===== config.mk =====
export PLATFORM = sky130hd
export DESIGN_NAME = dds_top
export DESIGN_NICKNAME = d
export VERILOG_FILES = /design/src/pkg/dds_pkg.sv /design/src/rtl/dds_frame_rx.sv /design/src/rtl/dds_top.sv
export VERILOG_INCLUDE_DIRS = /design/src /design/src/pkg
export SDC_FILE = /design/constraint.sdc
export NUM_CORES = 1
export LEC_CHECK = 0
export ABC_AREA = 0
export BUFFER_PORTS_ARGS = -buffer_cell sky130_fd_sc_hd__buf_2
export CAP_MARGIN = 20
export CORE_UTILIZATION = 35
export CTS_CLUSTER_SIZE = 8
export DETAILED_ROUTE_END_ITERATION = 12
export HOLD_SLACK_MARGIN = 0.06
export MAX_ROUTING_LAYER = met4
export PLACE_DENSITY = 0.63
export SETUP_SLACK_MARGIN = 0.05
export SLEW_MARGIN = 10
export SYNTH_ARGS = -nofsm -noshare
export SYNTH_HDL_FRONTEND = slang
export SYNTH_SLANG_ARGS = --single-unit
export TNS_END_PERCENT = 5

===== constraint.sdc =====
create_clock -name pclk -period 1.7 [get_ports pclk]
set_input_delay 0 -clock pclk [delete_from_list [all_inputs] [get_ports pclk]]
set_output_delay 0 -clock pclk [all_outputs]
set_load 0.005 [all_outputs]

===== src/pkg/dds_consts.svh =====
// Purpose: shared constants of the dual converter serial-input block
// Assumes: included by the package and by every design file
// Notes: field positions, register offsets and reset values live here
`ifndef DDS_CONSTS_SVH
`define DDS_CONSTS_SVH

// ****************************************
// word layout
// ****************************************
`define DDS_WORD_W 16
`define DDS_CODE_W 10
`define DDS_LAST_BIT 4'hF
`define DDS_MODE_LOAD 2'h0
`define DDS_MODE_UPD 2'h1
`define DDS_MODE_ALL 2'h2
`define DDS_MODE_PD 2'h3
`define DDS_SEL_A 2'h0
`define DDS_SEL_B 2'h1

// ****************************************
// register map
// ****************************************
`define DDS_AW 8
`define DDS_ADDR_CTRL 8'h00
`define DDS_ADDR_STATUS 8'h04
`define DDS_ADDR_CODE_A 8'h08
`define DDS_ADDR_CODE_B 8'h0C
`define DDS_ADDR_LAST 8'h10
`define DDS_ADDR_COUNT 8'h14
`define DDS_CTRL_EN_BIT 0
`define DDS_CTRL_CLR_BIT 1
`define DDS_CTRL_EN_RST 1'h1
`define DDS_CNT_W 16

`endif


===== src/pkg/dds_pkg.sv =====
// Purpose: types of the dual converter serial-input block
// Assumes: dds_consts.svh on the include path
// Notes: none
`default_nettype none
`include "dds_consts.svh"
package dds_pkg;

  typedef struct packed {
    logic [1:0] sel;
    logic [1:0] mode;
    logic [`DDS_CODE_W-1:0] code;
    logic [1:0] spare;
  } dds_word_t;

  typedef struct packed {
    logic valid;
    logic abort;
    dds_word_t word;
  } dds_rx_evt_t;

  typedef enum logic [1:0] {
    RX_IDLE = 2'h0,
    RX_SHIFT = 2'h1,
    RX_DONE = 2'h2
  } dds_rx_state_t;

  function automatic logic dds_sel_hit(input logic [1:0] sel, input logic [1:0] ch);
    return sel == ch;
  endfunction : dds_sel_hit

endpackage : dds_pkg
`default_nettype wire


===== src/rtl/dds_frame_rx.sv =====
// Purpose: serial frame receiver, pins sampled on pclk
// Assumes: serial clock well below pclk/4
// Notes: one-cycle valid or abort event per frame that starts while enable is high
`default_nettype none
`include "dds_consts.svh"
module dds_frame_rx import dds_pkg::*; (
  // clock and reset
  input wire logic pclk,
  input wire logic presetn,
  // serial pins
  input wire logic sclk,
  input wire logic sync_n,
  input wire logic din,
  // control and result
  input wire logic enable,
  output var dds_rx_evt_t evt,
  output logic busy
);

  logic sclk_s1, sclk_s2, sclk_s3;
  logic sync_s1, sync_s2;
  logic din_s1, din_s2;
  logic sclk_fall;
  logic [3:0] bit_cnt;
  logic [`DDS_WORD_W-1:0] shift_reg;
  dds_rx_state_t state;

  // ****************************************
  // pin synchronisers
  // ****************************************
  always_ff @(posedge pclk or negedge presetn) begin
    if (!presetn) begin
      sclk_s1 <= 1'h1;
      sclk_s2 <= 1'h1;
      sclk_s3 <= 1'h1;
      sync_s1 <= 1'h1;
      sync_s2 <= 1'h1;
      din_s1 <= 1'h0;
      din_s2 <= 1'h0;
    end else begin
      sclk_s1 <= sclk;
      sclk_s2 <= sclk_s1;
      sclk_s3 <= sclk_s2;
      sync_s1 <= sync_n;
      sync_s2 <= sync_s1;
      din_s1 <= din;
      din_s2 <= din_s1;
    end
  end

  assign sclk_fall = sclk_s3 & ~sclk_s2;

  // ****************************************
  // frame state
  // ****************************************
  always_ff @(posedge pclk or negedge presetn) begin
    if (!presetn) begin
      state <= RX_IDLE;
    end else begin
      case (state)
        RX_IDLE: if (!sync_s2 && enable) state <= RX_SHIFT;
        RX_SHIFT: begin
          if (sync_s2) state <= RX_IDLE;
          else if (sclk_fall && bit_cnt == `DDS_LAST_BIT) state <= RX_DONE;
        end
        RX_DONE: if (sync_s2) state <= RX_IDLE;
        default: state <= RX_IDLE;
      endcase
    end
  end

  always_ff @(posedge pclk or negedge presetn) begin
    if (!presetn) begin
      bit_cnt <= '0;
      shift_reg <= '0;
    end else if (sync_s2 || state != RX_SHIFT) begin
      bit_cnt <= '0;
      shift_reg <= '0;
    end else if (sclk_fall) begin
      bit_cnt <= bit_cnt + 4'h1;
      shift_reg <= {shift_reg[`DDS_WORD_W-2:0], din_s2};
    end
  end

  always_ff @(posedge pclk or negedge presetn) begin
    if (!presetn) begin
      evt <= '0;
      busy <= 1'h0;
    end else begin
      evt.valid <= state == RX_SHIFT && !sync_s2 && sclk_fall
                   && bit_cnt == `DDS_LAST_BIT;
      evt.abort <= state == RX_SHIFT && sync_s2;
      evt.word <= {shift_reg[`DDS_WORD_W-2:0], din_s2};
      busy <= state != RX_IDLE;
    end
  end
endmodule : dds_frame_rx
`default_nettype wire


===== src/rtl/dds_top.sv =====
// Purpose: dual 10-bit converter serial input and update control
// Assumes: APB master; serial pins asynchronous to pclk
// Notes: outputs carry the converter codes and power-down state
//
// The APB register port and the register addresses are this design's own decisions.
`default_nettype none
`include "dds_consts.svh"
module dds_top import dds_pkg::*; (
  // clock and reset
  input wire logic pclk,
  input wire logic presetn,
  // apb slave
  input wire logic psel,
  input wire logic penable,
  input wire logic pwrite,
  input wire logic [`DDS_AW-1:0] paddr,
  input wire logic [31:0] pwdata,
  output logic [31:0] prdata,
  output logic pready,
  output logic pslverr,
  // serial pins
  input wire logic sclk,
  input wire logic sync_n,
  input wire logic din,
  // converter side
  output logic [`DDS_CODE_W-1:0] code_a,
  output logic [`DDS_CODE_W-1:0] code_b,
  output logic pd_active,
  output logic [1:0] pd_term
);

  dds_rx_evt_t evt;
  dds_word_t wd;
  logic rx_busy;
  logic ctrl_en_reg;
  logic [`DDS_CODE_W-1:0] in_a_reg;
  logic [`DDS_CODE_W-1:0] in_b_reg;
  logic [`DDS_CODE_W-1:0] code_a_reg;
  logic [`DDS_CODE_W-1:0] code_b_reg;
  logic pd_reg;
  logic [1:0] term_reg;
  logic [`DDS_WORD_W-1:0] last_reg;
  logic [`DDS_CNT_W-1:0] ok_cnt_reg;
  logic [`DDS_CNT_W-1:0] abort_cnt_reg;
  logic seen_reg;
  logic [31:0] prdata_reg;
  logic pready_reg;
  logic pslverr_reg;
  logic apb_access;
  logic apb_wr;
  logic cnt_clr;
  logic hit;
  logic is_load;
  logic is_upd;
  logic is_all;
  logic is_pd;

  // ****************************************
  // serial receiver
  // ****************************************
  dds_frame_rx u_rx (
    .pclk(pclk),
    .presetn(presetn),
    .sclk(sclk),
    .sync_n(sync_n),
    .din(din),
    .enable(ctrl_en_reg),
    .evt(evt),
    .busy(rx_busy)
  );

  // word fields
  assign wd = evt.word;
  assign hit = evt.valid;
  assign is_load = hit && wd.mode == `DDS_MODE_LOAD;
  assign is_upd = hit && wd.mode == `DDS_MODE_UPD;
  assign is_all = hit && wd.mode == `DDS_MODE_ALL;
  assign is_pd = hit && wd.mode == `DDS_MODE_PD;

  // ****************************************
  // input holding codes
  // ****************************************
  always_ff @(posedge pclk or negedge presetn) begin
    if (!presetn) begin
      in_a_reg <= '0;
    end else if (is_all) begin
      in_a_reg <= wd.code;
    end else if ((is_load || is_upd) && dds_sel_hit(wd.sel, `DDS_SEL_A)) begin
      in_a_reg <= wd.code;
    end
  end

  always_ff @(posedge pclk or negedge presetn) begin
    if (!presetn) begin
      in_b_reg <= '0;
    end else if (is_all) begin
      in_b_reg <= wd.code;
    end else if ((is_load || is_upd) && dds_sel_hit(wd.sel, `DDS_SEL_B)) begin
      in_b_reg <= wd.code;
    end
  end

  // ****************************************
  // output codes
  // ****************************************
  // an update word moves both outputs at once, the selected one from the
  // word and the other from its holding code
  always_ff @(posedge pclk or negedge presetn) begin
    if (!presetn) begin
      code_a_reg <= '0;
    end else if (is_all) begin
      code_a_reg <= wd.code;
    end else if (is_upd) begin
      code_a_reg <= dds_sel_hit(wd.sel, `DDS_SEL_A) ? wd.code : in_a_reg;
    end
  end

  always_ff @(posedge pclk or negedge presetn) begin
    if (!presetn) begin
      code_b_reg <= '0;
    end else if (is_all) begin
      code_b_reg <= wd.code;
    end else if (is_upd) begin
      code_b_reg <= dds_sel_hit(wd.sel, `DDS_SEL_B) ? wd.code : in_b_reg;
    end
  end

  // ****************************************
  // power-down
  // ****************************************
  // select bits give the termination; an updating write wakes the outputs
  always_ff @(posedge pclk or negedge presetn) begin
    if (!presetn) begin
      pd_reg <= 1'h0;
      term_reg <= '0;
    end else if (is_pd) begin
      pd_reg <= 1'h1;
      term_reg <= wd.sel;
    end else if (is_upd || is_all) begin
      pd_reg <= 1'h0;
    end
  end

  // first updating write (update or all word) seen since reset
  always_ff @(posedge pclk or negedge presetn) begin
    if (!presetn) begin
      seen_reg <= 1'h0;
    end else if (is_upd || is_all) begin
      seen_reg <= 1'h1;
    end
  end

  assign code_a = code_a_reg;
  assign code_b = code_b_reg;
  assign pd_active = pd_reg;
  assign pd_term = term_reg;

  // ****************************************
  // frame log and counters
  // ****************************************
  always_ff @(posedge pclk or negedge presetn) begin
    if (!presetn) begin
      last_reg <= '0;
    end else if (hit) begin
      last_reg <= wd;
    end
  end

  // an event in the clear cycle survives as a count of one
  always_ff @(posedge pclk or negedge presetn) begin
    if (!presetn) begin
      ok_cnt_reg <= '0;
    end else if (hit) begin
      ok_cnt_reg <= cnt_clr ? `DDS_CNT_W'(1) : ok_cnt_reg + `DDS_CNT_W'(1);
    end else if (cnt_clr) begin
      ok_cnt_reg <= '0;
    end
  end

  always_ff @(posedge pclk or negedge presetn) begin
    if (!presetn) begin
      abort_cnt_reg <= '0;
    end else if (evt.abort) begin
      abort_cnt_reg <= cnt_clr ? `DDS_CNT_W'(1) : abort_cnt_reg + `DDS_CNT_W'(1);
    end else if (cnt_clr) begin
      abort_cnt_reg <= '0;
    end
  end

  // ****************************************
  // apb slave
  // ****************************************
  function automatic logic addr_mapped(input logic [`DDS_AW-1:0] a);
    case (a)
      `DDS_ADDR_CTRL, `DDS_ADDR_STATUS, `DDS_ADDR_CODE_A,
      `DDS_ADDR_CODE_B, `DDS_ADDR_LAST, `DDS_ADDR_COUNT: return 1'h1;
      default: return 1'h0;
    endcase
  endfunction : addr_mapped

  // one wait state: pready rises in the second access cycle
  assign apb_access = psel && penable;
  assign apb_wr = apb_access && pwrite && pready_reg;
  assign cnt_clr = apb_wr && paddr == `DDS_ADDR_CTRL && pwdata[`DDS_CTRL_CLR_BIT];

  always_ff @(posedge pclk or negedge presetn) begin
    if (!presetn) begin
      pready_reg <= 1'h0;
      pslverr_reg <= 1'h0;
    end else begin
      pready_reg <= apb_access && !pready_reg;
      pslverr_reg <= apb_access && !pready_reg && !addr_mapped(paddr);
    end
  end

  always_ff @(posedge pclk or negedge presetn) begin
    if (!presetn) begin
      ctrl_en_reg <= `DDS_CTRL_EN_RST;
    end else if (apb_wr && paddr == `DDS_ADDR_CTRL) begin
      ctrl_en_reg <= pwdata[`DDS_CTRL_EN_BIT];
    end
  end

  always_ff @(posedge pclk or negedge presetn) begin
    if (!presetn) begin
      prdata_reg <= '0;
    end else if (apb_access && !pready_reg && !pwrite) begin
      case (paddr)
        `DDS_ADDR_CTRL: prdata_reg <= {31'h0, ctrl_en_reg};
        `DDS_ADDR_STATUS: prdata_reg <= {27'h0, seen_reg, rx_busy, pd_reg, term_reg};
        `DDS_ADDR_CODE_A: prdata_reg <= {22'h0, code_a_reg};
        `DDS_ADDR_CODE_B: prdata_reg <= {22'h0, code_b_reg};
        `DDS_ADDR_LAST: prdata_reg <= {16'h0, last_reg};
        `DDS_ADDR_COUNT: prdata_reg <= {abort_cnt_reg, ok_cnt_reg};
        default: prdata_reg <= '0;
      endcase
    end else if (!apb_access) begin
      prdata_reg <= '0;
    end
  end

  assign prdata = prdata_reg;
  assign pready = pready_reg;
  assign pslverr = pslverr_reg;
endmodule : dds_top
`default_nettype wire


### After elaboration in Yosys (flattened, before gate mapping)

Index checks and enable logic that the tools add are counted.

| storage, ports and cells | value |
|---|---|
| register bits after elaboration | 174 |
| output and inout bits | 57 |

| operators by class | value |
|---|---|
| add/subtract/negate cells | 3 |
| eq/ne operators | 17 |
| muxes and demuxes | 30 |
| bitwise operators | 2 |
| reduce and logical (&&, ||, !) cells | 41 |

Operators with widths:

| kind | count |
|---|---|
| $pmux 32 s6 | 1 |
| $mux 10 | 10 |
| $mux 16 | 5 |
| $mux 32 | 2 |
| $add 16x1->16 const B | 2 |
| $mux 15 | 2 |
| $logic_and 1x1->1 | 20 |
| $eq 8x4->1 const B | 2 |
| $eq 8x5->1 const B | 2 |
| $reduce_bool 2->1 | 8 |
| $eq 8x3->1 const B | 1 |
| $logic_not 8->1 | 1 |
| $mux 2 | 4 |
| $mux 4 | 2 |
| $ne 2x1->1 const B | 4 |
| $eq 2x1->1 const B | 3 |
| $eq 2x2->1 const B | 3 |
| $logic_not 2->1 | 3 |
| $pmux 2 s3 | 1 |
| $reduce_or 6->1 | 1 |
| $add 4x1->4 const B | 1 |
| $eq 4x4->1 const B | 1 |
| $logic_not 1->1 | 4 |
| $logic_or 1x1->1 | 3 |
| 5 further kinds | 7 |

### Logic depth before layout (Yosys ltp)

Gate-level depths: netlist of run 1.

| depth | value |
|---|---|
| depth in word-level cells | 7 |
| depth in mapped cells | 7 |

### Modules after synthesis

From an unflattened synthesis of run 1, not the netlist that was laid out.

| second synthesis, totals | value |
|---|---|
| cells, all modules | 623 |
| area, all modules | 7498.4 sq um |

By module, submodules not included:

| module | instances | cells each | area an instance (sq um) | seq. area each (sq um) |
|---|---|---|---|---|
| dds_top | 1 | 498 | 5846.9 | 3179.3 |
| dds_frame_rx | 1 | 125 | 1651.6 | 1182.4 |

### Least setup slack after synthesis of run 1

OpenSTA, ideal clock, no wires.

| timing | value |
|---|---|
| path kind | reg-to-reg |
| start point | reg pready_reg (netlist: pready) |
| end point | reg prdata_reg[21] (netlist: prdata[21]) |
| arrival time | 1.383 ns |
| required time | 1.635 ns |
| setup slack | 0.252 ns |
| stages on the path, launching flop included | 6 |
| path buffers | 1 |
| path through | dfrtp_1 > and4bb_2 > nand4b_2 > nor2_4 > buf_4 > a22o_1 |

| on the way | value |
|---|---|
| cells in the longest elaborated chain, start to end | 4 |
| elaborated cells on any way between the ends | 5 |
| classes of those cells | 1 x eq/ne; 1 x mux; 3 x reduce/logical |

Ends and longest elaborated chain:

| element | RTL line | source |
|---|---|---|
| start: declaration | dds_top.sv:47 | `logic pready_reg;` |
| start signal: assignment | dds_top.sv:211 | `pready_reg <= apb_access && !pready_reg;` |
| $logic_not 1->1 (*) | dds_top.sv:227 | `end else if (apb_access && !pready_reg && !pwrite) begin` |
| $logic_and 1x1->1 (*) (2 in series) | dds_top.sv:227 |  |
| $ne 2x1->1 (no line) or $mux 32 (tied branches) | - |  |
| end signal: assignment | dds_top.sv:229 | `` `DDS_ADDR_CTRL: prdata_reg <= {31'h0, ctrl_en_reg}; `` |
| end signal: assignment | dds_top.sv:230 | `` `DDS_ADDR_STATUS: prdata_reg <= {27'h0, seen_reg, rx_busy, pd_reg, term_reg}; `` |
| end signal: assignment | dds_top.sv:231 | `` `DDS_ADDR_CODE_A: prdata_reg <= {22'h0, code_a_reg}; `` |
| end: declaration | dds_top.sv:46 | `logic [31:0] prdata_reg;` |

Every way passes the cells marked *; elsewhere a longest branch is shown, timed or not.
A chain may end at the register's enable or synchronous reset.

### Worst setup path in the final report of run 1

| timing | value |
|---|---|
| start point | reg ok_cnt_reg[5] |
| end point | reg ok_cnt_reg[15] |

| on the way | value |
|---|---|
| cells in the longest elaborated chain, start to end | 3 |

Ends and longest elaborated chain:

| element | RTL line | source |
|---|---|---|
| start: declaration | dds_top.sv:43 | `` logic [`DDS_CNT_W-1:0] ok_cnt_reg; `` |
| start signal: assignment | dds_top.sv:174 | `` ok_cnt_reg <= cnt_clr ? `DDS_CNT_W'(1) : ok_cnt_reg + `DDS_CNT_W'(1); `` |
| $add 16x1->16 | dds_top.sv:174 |  |
| $mux 16 | dds_top.sv:174 |  |
| $mux 16 | dds_top.sv:173 | `end else if (hit) begin` |

Every way passes these cells.

==> impl_results.md, run 1 <==
* GRT overflow at 0
* H-tree levels at 4
* Detailed Place HPWL at 11400 um
* Die X at 147 um
* Synth warn at 0
* Crit path DAT at roughly 1.9 ns
* Final setup viols at 0
* Worst R2R End: ok_cnt_reg[15]
* Finished Layout Cells at 1015
* Final Hold Viols at 0
* Register bit total from synthesis at ~170
* Avg Synthesized Cell Area at 11.8 um2
* Most frequent cells in the layout: dfrtp_1, nand2_1, buf_2
* TritonRoute pass-1 iters at 6
* Core ar. at 20400 um2
* Inst Count DP at around 970
* Post-synth top area share at a little under three fifths
* Via count at 5041
* Worst hold path type: in -> async
* All-Layer GR Usage at 16.4%
* Total of max-cap violations at 0
* RR Startpoint: ok_cnt_reg[5]
* Leading area contributor after synthesis: dfrtp_1
* Nets@finish at 783
* Worst-path fanout max at 7
* FF-to-FF path depth at 4
* Pin slew with the least headroom to its limit at 0.579 ns
* Most used flip-flop cell after synthesis: dfrtp_1
* First DRT Iteration DRCs at between 300 and 400
* Via-to-Cell Ratio at 4.97
* Syn Inst Count at between 600 and 700
* Share of cells above drive strength 1 at 28.2%
* Slew Limit Fails at 0
* Largest net degree at the start of global routing at between 50 and 60
* Hold Slack at between 0.1 and 0.15 ns
* Startpoint Class: flip-flop
* Worst Skew at 0.0136 ns
* Row cnt at 52
* Peak supply drop at 0.000643 V
* # port buffers at 74
* Total design power at 0.00841 W
* Leakage at 4.17 nW
* Gpl congestion at 0.802
* Async SR Flop Fraction at 100%
* Final period util at 93.4%
* Critical Path RT at 2.02 ns
* Crit path capture type: flip-flop
* First-pass GRT wire length at between 20000 and 30000 um
* Worst-case clock buffer depth at 2
* CTS clk-pin slew, worst paths at 0.07 ns
* Drt wl/cell at 15.8 um
* Final antenna-violating net count at 0
* Die Footprint at ~22000 um2
* Power density cells at between 900 and 1000 nW/um2
* Insertion delay of the later-clocked pin in the worst-skew pair at between 0.4 and 0.5 ns
* DRC Markers at 0
* Syn Nets at around 680
* Fmax at 0.630 GHz
* Fin crit period at about 1.6 ns
* Area Overhead vs Synth at 21.7%
* Fin util at 44.0%
* Clock Tree Root: clkbuf_16
* Setup_tns at 0 ns
* Via count of the first global-routing pass at about 5000
* Boundary Pins at 105
* Unique masters post-synth at 52
* Unrepaired setup endpoints after global routing: true
* Largest register FFs at 32
* Final WL at 16100 um
* R2R setup slack at roughly 0.11 ns
* TritonCTS clock tree: yes
* Initial antenna violation count at 0
* Diode count at 0
* Outcome: complete, no violations
* Mapped Area at ~7400 um2
* Num CTS Buffers at 17
* Post-synth EDFFs at 0
* Sequential area share after synthesis at around three fifths
* Synth top area cells: dfrtp_1, mux2_2, mux2i_1, nand2_1, o21ai_0
* Crit path kind: reg -> reg
* Commonest non-fill, non-tap cell in the layout: dfrtp_1
* Initial Util at a little over a third
* Die height at 147 um
* Slew HR at 61.4%
* CTS sink cnt at 174
how the worst max path moves through the flow:
stage	end	slack [ns]	startpoint
after floorplan	prdata[21]	0.25	pready
after global placement	code_b[9]	0.13	u_rx.evt[13]
after detailed placement	abort_cnt_reg[10]	0.11	abort_cnt_reg[0]
after CTS	ok_cnt_reg[10]	0.07	ok_cnt_reg[0]
after global routing	u_rx.state[1]	0.01	u_rx.sclk_s3
final	ok_cnt_reg[15]	0.11	ok_cnt_reg[5]
where the power goes:
| part | switching [W] | total, W | internal, W |
|---|---|---|---|
| combinational | 0.000190 | 0.000301 | 0.000110 |
| sequential | 0.0000122 | 0.00417 | 0.00416 |
| clock | 0.00173 | 0.00394 | 0.00222 |
metrics by stage:
stage	setup slack, ns	instance area (um2)
2_1_floorplan	0.252	7380
3_5_place_dp	0.111	8280
3_3_place_gp	0.135	8280
4_1_cts	0.0671	8990
6_report	0.112	8980
5_1_grt	0.0129	8980
logic make-up (layout without fill, tap and decap cells):
| family | after synthesis | in the layout | synth area share (%) |
|---|---|---|---|
| xor+xnor | 24 | 24 | 2.85 |
| flops | 174 | 174 | 59.1 |
| buf+inv | 37 | 156 | 2.54 |
| simple gates | 199 | 199 | 14.0 |
| compound gates | 106 | 106 | 8.97 |
| fa+ha+maj | 3 | 3 | 0.509 |
| mux | 83 | 83 | 12.0 |
critical path, cell delays in order (launching register included):
cell and delay (ns):
dfrtp_1 0.40, nand4_1 0.30, nor3_1 0.40, nand2_1 0.10
mux2_2 0.28
cell type report:
class | instances | area, um2
flip-flops and latches | 174 | 4360
multi-input cells | 415 | 2840
fillers | 1919 | 11400
well taps | 270 | 338
inverters | 6 | 22.5
clock inverters | 15 | 176
repair buffers | 118 | 822
clock buffers | 17 | 425
synthesized netlist by cell type (5+ instances only):
library cell and instances:
a21oi_1 28, a221o_1 8, a22o_1 16, a22oi_1 5, buf_2 11, clkbuf_1 10, dfrtp_1 168, dfstp_2 6
inv_1 6, mux2_2 45, mux2i_1 38, nand2_1 91, nand2b_1 6, nand4_1 10, nor2_1 40, nor2b_1 5
nor4_1 6, o21ai_0 42, or3_1 6, xnor2_1 13, xor2_1 11
routing by layer:
metal / vias up / part of all wire, % / track usage, %
met5: - / 0 / -
met4: 0 / 1.0 / 5.62
met3: 11 / 3.4 / 3.91
met2: 81 / 48 / 25.2
met1: 2512 / 48 / 21.3
li1: 2437 / - / -
what timing repair did:
action                                  4_1_cts  5_1_grt
endpoints found under the hold margin       180        0
endpoints found under the setup margin        0        7
hold buffers                                 11        0
gates resized for setup                       0        3
buffers inserted                              0        0
Note: power is estimated with default switching activity, not from simulation.
==> run 2, diff against run 1 <==
--- a/config.mk
+++ b/config.mk
@@ -10,11 +10,11 @@
 export BUFFER_PORTS_ARGS = -buffer_cell sky130_fd_sc_hd__buf_2
 export CAP_MARGIN = 20
 export CORE_UTILIZATION = 35
-export CTS_CLUSTER_SIZE = 8
+export CTS_BUF_LIST = sky130_fd_sc_hd__clkbuf_4 sky130_fd_sc_hd__clkbuf_8 sky130_fd_sc_hd__clkbuf_16
 export DETAILED_ROUTE_END_ITERATION = 12
 export HOLD_SLACK_MARGIN = 0.06
 export MAX_ROUTING_LAYER = met4
-export PLACE_DENSITY = 0.63
+export PLACE_DENSITY = 0.65
 export SETUP_SLACK_MARGIN = 0.05
 export SLEW_MARGIN = 10
 export SYNTH_ARGS = -nofsm -noshare
==> constraint.sdc (replaced) <==
create_clock -name pclk -period 1.4 [get_ports pclk]
set_input_delay 0 -clock pclk [delete_from_list [all_inputs] [get_ports pclk]]
set_output_delay 0 -clock pclk [all_outputs]
set_load 0.005 [all_outputs]
==> run 2 against run 1 <==
Effect of this change:
- the run now ends with negative setup slack left
- count of clock-buffer cells in the layout grew 2
- first-iteration DRC count shrank 10%
- sequential cell count did not move
- critical endpoint is now abort_cnt_reg[15]
- register-to-register slack got worse by 0.19 ns
- setup slack got worse by 0.19 ns
- largest power group unchanged
- maximum frequency rose by 7.4%
- critical path depth is 1 higher
- utilization grew 3.7 points
- sequential share of layout area down 3.7 points
==> impl_results.md, run 2 (synthesis results as in run 1) <==
* Num CTS Buffers at 17 (unchanged)
* Most frequent cells in the layout: dfrtp_1, nand2_1, buf_2 (unchanged)
* Worst R2R End: abort_cnt_reg[15] (was ok_cnt_reg[15])
* GRT overflow at 0 (unchanged)
* FF-to-FF path depth at 5 (was 4)
* Gpl congestion at 0.808 (was 0.802)
* DP Worst Slack at -0.0713 ns (was 0.111 ns)
* Via-to-Cell Ratio at 4.95 (was 4.97)
* Insertion delay of the later-clocked pin in the worst-skew pair at 0.43 ns (was 0.44 ns)
* Startpoint Class: flip-flop (unchanged)
* Drt wl/cell at 16.7 um (was 15.8 um)
* Crit path cell chain: and4b_1 -> and4b_2 -> buf_12 -> nor2b_1 -> mux2_2 (was nand4_1 -> nor3_1 -> nand2_1 -> mux2_2)
* Largest register FFs at 32 (unchanged)
* TritonRoute pass-1 iters at 4 (was 6)
* Setup_tns at -0.982 ns (was 0 ns)
* Commonest non-fill, non-tap cell in the layout: dfrtp_1 (unchanged)
* Fmax at 0.677 GHz (was 0.630 GHz)
* Area Overhead vs Synth at 32.0% (was 21.7%)
* Clock Tree Root: clkbuf_16 (unchanged)
* Worst-case clock buffer depth at 2 (unchanged)
* Fin crit period at 1.48 ns (was 1.59 ns)
* Leakage at 4.52 nW (was 4.17 nW)
* Row cnt at 52 (unchanged)
* RR Startpoint: pready (was ok_cnt_reg[5])
* Nets@finish at 833 (was 783)
* Crit path capture type: flip-flop (unchanged)
* Finished layout cell area at 9740 um2 (was 8980 um2)
* Total design power at 0.0104 W (was 0.00841 W)
* Via count at 5269 (was 5041)
* GRT Max-Usage Layer: met2 (unchanged)
* Max stage delay on crit path at 0.43 ns (was 0.40 ns)
* Final period util at 106% (was 93.4%)
* Setup crit end: abort_cnt_reg[15] (was ok_cnt_reg[15])
* Total of max-cap violations at 0 (unchanged)
* Critical Path Start: pready (was ok_cnt_reg[5])
* Fin util at 47.7% (was 44.0%)
* First DRT Iteration DRCs at 279 (was 310)
* R2R setup slack at -0.08 ns (was 0.11 ns)
* All-Layer GR Usage at 17.1% (was 16.4%)
* GR Util met1 at 22.8% (was 21.3%)
* Final Hold Viols at 0 (unchanged)
* Via count of the first global-routing pass at 5111 (was 5002)
* Initial antenna violation count at 0 (unchanged)
* Worst-path fanout max at 11 (was 7)
* Outcome: complete, but fails checks (was complete, no violations)
* TritonCTS clock tree: yes (unchanged)
* Met2 Resource Use GR at 26.1% (was 25.2%)
* Failing checks: negative setup slack
* Pin slew with the least headroom to its limit at 0.426 ns (was 0.579 ns)
* M3 GR Usage at 3.73% (was 3.91%)
* Worst hold path type: in -> reg (was in -> async)
* Die Footprint at 21700 um2 (unchanged)
* Slew Limit Fails at 0 (unchanged)
* Worst setup margin at -0.0780 ns (was 0.112 ns)
* Critical Path RT at 1.72 ns (was 2.02 ns)
* Die height at 147 um (unchanged)
* Crit path DAT at 1.79 ns (was 1.90 ns)
* Final WL at 17800 um (was 16100 um)
* Largest net degree at the start of global routing at 54 (was 59)
* Crit path kind: reg -> reg (unchanged)
* Core ar. at 20400 um2 (unchanged)
* Slowest-stage cell, CP: dfrtp_1 (unchanged)
* Peak supply drop at 0.000830 V (was 0.000643 V)
* Die X at 147 um (unchanged)
* First-pass GRT wire length at 27600 um (was 26500 um)
* Unrepaired setup endpoints after global routing: true (unchanged)
* DRC Markers at 0 (unchanged)
* H-tree levels at 4 (unchanged)
* Placed cell area at 8620 um2 (was 8280 um2)
* # port buffers at 74 (unchanged)
* CTS sink cnt at 174 (unchanged)
* Worst Skew at 0.00812 ns (was 0.0136 ns)
* Slew HR at 70.8% (was 61.4%)
* Final setup viols at 27 (was 0)
* Power density cells at 1060 nW/um2 (was 937 nW/um2)
* Boundary Pins at 105 (unchanged)
* Detailed Place HPWL at 11800 um (was 11400 um)
* Initial Util at 36.1% (unchanged)
* Diode count at 0 (unchanged)
* Final antenna-violating net count at 0 (unchanged)
* CTS clk-pin slew, worst paths at 0.07 ns (about the same)
* Share of cells above drive strength 1 at 37.9% (was 28.2%)
## run 2: changes by cell type in the layout (fill, tap and decap cells not counted), sizes merged
cell,before,now
buf,108,156
bufinv,2,3
clkbuf,17,22
clkinv,4,5
clkinvlp,2,3
dlygate4sd3,10,9
inv,13,8
## run 2: critical path: cells and delay by family (launching register included)
family | cells | cell delay, ns
AND/OR/NAND/NOR | 3 | 0.55
buffers and inverters | 1 | 0.14
multiplexers | 1 | 0.25
flip-flops | 1 | 0.43
## run 2: timing repair
item                                    in CTS  in global routing
hold buffers                                 9                  0
gates cloned                                 1                  4
setup buffers                                5                  1
gates resized for setup                     29                 48
pin swaps                                   20                 16
endpoints found under the setup margin     111                119
hold endpoints to repair                   174                  0
## run 2: area by class of cell
cell class                 instances  area [um2]
fill                            1872       10700
sequential                       174        4370
multi-input combinational        415        3100
timing repair buffer             168        1300
clock buffer                      19         453
tap                              270         338
clock inverter                    13         163
inverter                           6        22.5
## run 2: worst min-delay path by stage
stage | start | end | slack (ns) | cells past startpoint
2_1_floorplan | presetn | abort_cnt_reg[0] | -0.30 | 0
3_3_place_gp | presetn | in_b_reg[1] | -0.07 | 1
3_5_place_dp | presetn | in_b_reg[1] | -0.07 | 1
4_1_cts | psel | prdata[5] | 0.07 | 5
5_1_grt | paddr[4] | pslverr | 0.1 | 4
6_report | psel | prdata[0] | 0.06 | 5
## run 2: through the flow
step                hold WS [ns]  instances
finish                    0.0638       1065
floorplan                 -0.296        626
CTS                       0.0650       1060
detailed placement       -0.0736       1013
global placement         -0.0710       1013
global route              0.0986       1065
## run 2: where the power goes
part	total, W	leakage, nW	internal [W]	switching (W)
combinational	0.000391	1.98	0.000146	0.000245
sequential	0.00507	2.24	0.00505	0.0000161
clock	0.00491	0.296	0.00291	0.00201
total	0.0104	4.52	0.00811	0.00227
## run 2: routing by layer
layer | part of all wire, % | routed length (um)
met1 | 47 | 8270
met2 | 48 | 8540
met3 | 4.3 | 762
met4 | 1.1 | 191
met5 | 0 | 0
==> run 3, diff against run 2 <==
--- a/config.mk
+++ b/config.mk
@@ -9,12 +9,12 @@
 export ABC_AREA = 0
 export BUFFER_PORTS_ARGS = -buffer_cell sky130_fd_sc_hd__buf_2
 export CAP_MARGIN = 20
-export CORE_UTILIZATION = 35
+export CORE_UTILIZATION = 51
 export CTS_BUF_LIST = sky130_fd_sc_hd__clkbuf_4 sky130_fd_sc_hd__clkbuf_8 sky130_fd_sc_hd__clkbuf_16
 export DETAILED_ROUTE_END_ITERATION = 12
 export HOLD_SLACK_MARGIN = 0.06
 export MAX_ROUTING_LAYER = met4
-export PLACE_DENSITY = 0.65
+export PLACE_DENSITY = 0.85
 export SETUP_SLACK_MARGIN = 0.05
 export SLEW_MARGIN = 10
 export SYNTH_ARGS = -nofsm -noshare
==> run 3 against run 2 <==
Effect of this change:
- the run still ends with negative setup slack left
- non-clock buffer count decreased by 8
- sequential share of layout area increased by 0.73 points
- global-route usage increased by 10 points
- setup slack got worse by 0.048 ns
- critical path depth increased by 1
- critical path type unchanged
- largest power group unchanged
==> impl_results.md, run 3 (synthesis results as in run 1) <==
* Outcome: complete, but fails checks (unchanged)
* Failing checks: negative setup slack (unchanged)
* Largest net degree at the start of global routing at 47 (was 54)
* Die Footprint at 15000 um2 (was 21700 um2)
* First DRT Iteration DRCs at 347 (was 279)
* Setup_tns at -3.21 ns (was -0.982 ns)
* Worst Skew at 0.00840 ns (was 0.00812 ns)
* Die X at 122 um (was 147 um)
* Core ar. at 14000 um2 (was 20400 um2)
* Final setup viols at 73 (was 27)
* Fmax at 0.655 GHz (was 0.677 GHz)
* All-Layer GR Usage at 27.3% (was 17.1%)
* Crit path cell chain: ha_2 -> and3_4 -> buf_6 -> nand2_4 -> or3_4 -> a21oi_2 (was and4b_1 -> and4b_2 -> buf_12 -> nor2b_1 -> mux2_2)
* Crit path DAT at 1.89 ns (was 1.79 ns)
* R2R setup slack at -0.13 ns (was -0.08 ns)
* Gpl congestion at 0.857 (was 0.808)
* Area Overhead vs Synth at 29.7% (was 32.0%)
* TritonCTS clock tree: yes (unchanged)
* Unrepaired setup endpoints after global routing: true (unchanged)
* WP buf/inv at 1 (unchanged)
* Detailed Place HPWL at 12500 um (was 11800 um)
* # port buffers at 74 (unchanged)
* Final Hold Viols at 0 (unchanged)
* Max stage delay on crit path at 0.38 ns (was 0.43 ns)
* Initial Util at 52.8% (was 36.1%)
* H-tree levels at 4 (unchanged)
* Crit path kind: reg -> reg (unchanged)
* Worst-case clock buffer depth at 2 (unchanged)
* Num CTS Buffers at 17 (unchanged)
* Worst setup margin at -0.126 ns (was -0.0780 ns)
* Most frequent cells in the layout: dfrtp_1, nand2_1, buf_2 (unchanged)
* Inst Count DP at 918 (was 1013)
* Slew Limit Fails at 0 (unchanged)
* Via count of the first global-routing pass at 5766 (was 5111)
* Total design power at 0.0101 W (was 0.0104 W)
* Slowest-stage cell, CP: dfrtp_1 (unchanged)
* Peak supply drop at 0.000876 V (was 0.000830 V)
* TritonRoute pass-1 iters at 5 (was 4)
* Nets@finish at 825 (was 833)
* Slew HR at 62.6% (was 70.8%)
* Fin crit period at 1.53 ns (was 1.48 ns)
* CTS sink cnt at 174 (unchanged)
* Final antenna-violating net count at 0 (unchanged)
* Crit-path leading delay family: simple AND/OR/NAND/NOR gates (unchanged)
* Final WL at 19200 um (was 17800 um)
* Power density cells at 1060 nW/um2 (about the same)
* Fin util at 68.5% (was 47.7%)
* Clock Tree Root: clkbuf_16 (unchanged)
* CTS clk-pin slew, worst paths at 0.06 ns (was 0.07 ns)
* Drt wl/cell at 19.9 um (was 16.7 um)
* GRT overflow at 0 (unchanged)
* Via-to-Cell Ratio at 5.83 (was 4.95)
* Die height at 122 um (was 147 um)
* Total of max-cap violations at 0 (unchanged)
* Via count at 5628 (was 5269)
* Largest register FFs at 32 (unchanged)
* Row cnt at 43 (was 52)
* First-pass GRT wire length at 29700 um (was 27600 um)
* Hold Slack at 0.0690 ns (was 0.0638 ns)
* Share of cells above drive strength 1 at 39.1% (was 37.9%)
* Final period util at 109% (was 106%)
* Boundary Pins at 105 (unchanged)
* Startpoint Class: flip-flop (unchanged)
* Critical Path RT at 1.76 ns (was 1.72 ns)
* Worst-path fanout max at 3 (was 11)
* Worst hold path type: in -> async (was in -> reg)
* Initial antenna violation count at 0 (unchanged)
* Pin slew with the least headroom to its limit at 0.560 ns (was 0.426 ns)
* Diode count at 0 (unchanged)
* Leakage at 4.47 nW (was 4.52 nW)
* Commonest non-fill, non-tap cell in the layout: dfrtp_1 (unchanged)
* Finished Layout Cells at 966 (was 1065)
* Insertion delay of the later-clocked pin in the worst-skew pair at 0.43 ns (about the same)
* DRC Markers at 0 (unchanged)
* Crit path capture type: flip-flop (unchanged)
run 3: stage by stage:
step | setup slack [ns] | cell area, um2
floorplan | -0.0138 | 7420
global placement | -0.193 | 8480
detailed placement | -0.200 | 8480
CTS | -0.0962 | 9330
global route | -0.175 | 9580
finish | -0.126 | 9580
run 3: final cells by class:
class	count	area, um2
timing repair buffer	160	1200
tap	180	225
fill	913	4410
clock inverter	10	113
sequential	174	4360
multi-input combinational	415	3180
inverter	6	22.5
clock buffer	21	474
run 3: worst paths after layout:
check,from,endpoint,cells after the start
hold reg to reg,u_rx.sclk_s1,u_rx.sclk_s2,0
setup / recovery,ok_cnt_reg[1],ok_cnt_reg[8],6
min in group pclk,penable,prdata[0],5
setup reg to reg,ok_cnt_reg[1],ok_cnt_reg[8],6
hold / removal,presetn,prdata[1],2
max in group asynchronous,presetn,ok_cnt_reg[13],3
run 3: what timing repair did:
item,in CTS,in global routing
cloned,1,1
buffers inserted,2,5
pin swaps,24,24
resized for setup,45,50
setup endpoints to repair,106,132
hold buffers,8,0
endpoints found under the hold margin,174,0
run 3: report_power, final:
group          switching (W)  internal [W]  leakage [nW]
Clock                0.00190       0.00277         0.289
Combinational       0.000251      0.000149          1.94
Sequential         0.0000163       0.00506          2.24
run 3: routing by layer:
metal	vias to the layer above	part of all wire [%]	global-route usage, %	wire length, um
li1	2495	-	-	-
met1	2881	40	32.0	7680
met2	198	52	44.5	9930
met3	54	4.6	5.39	877
met4	0	3.6	14.3	694
met5	-	0	-	0
run 3: worst register-to-register path: cells and delay by family, from the launching register on:
family	cells	cell delay (ns)
adders and majority gates	1	0.20
DFF	1	0.38
and+or+nand+nor	3	0.63
AOI/OAI and AO/OA	1	0.14
buffers and inverters	1	0.11
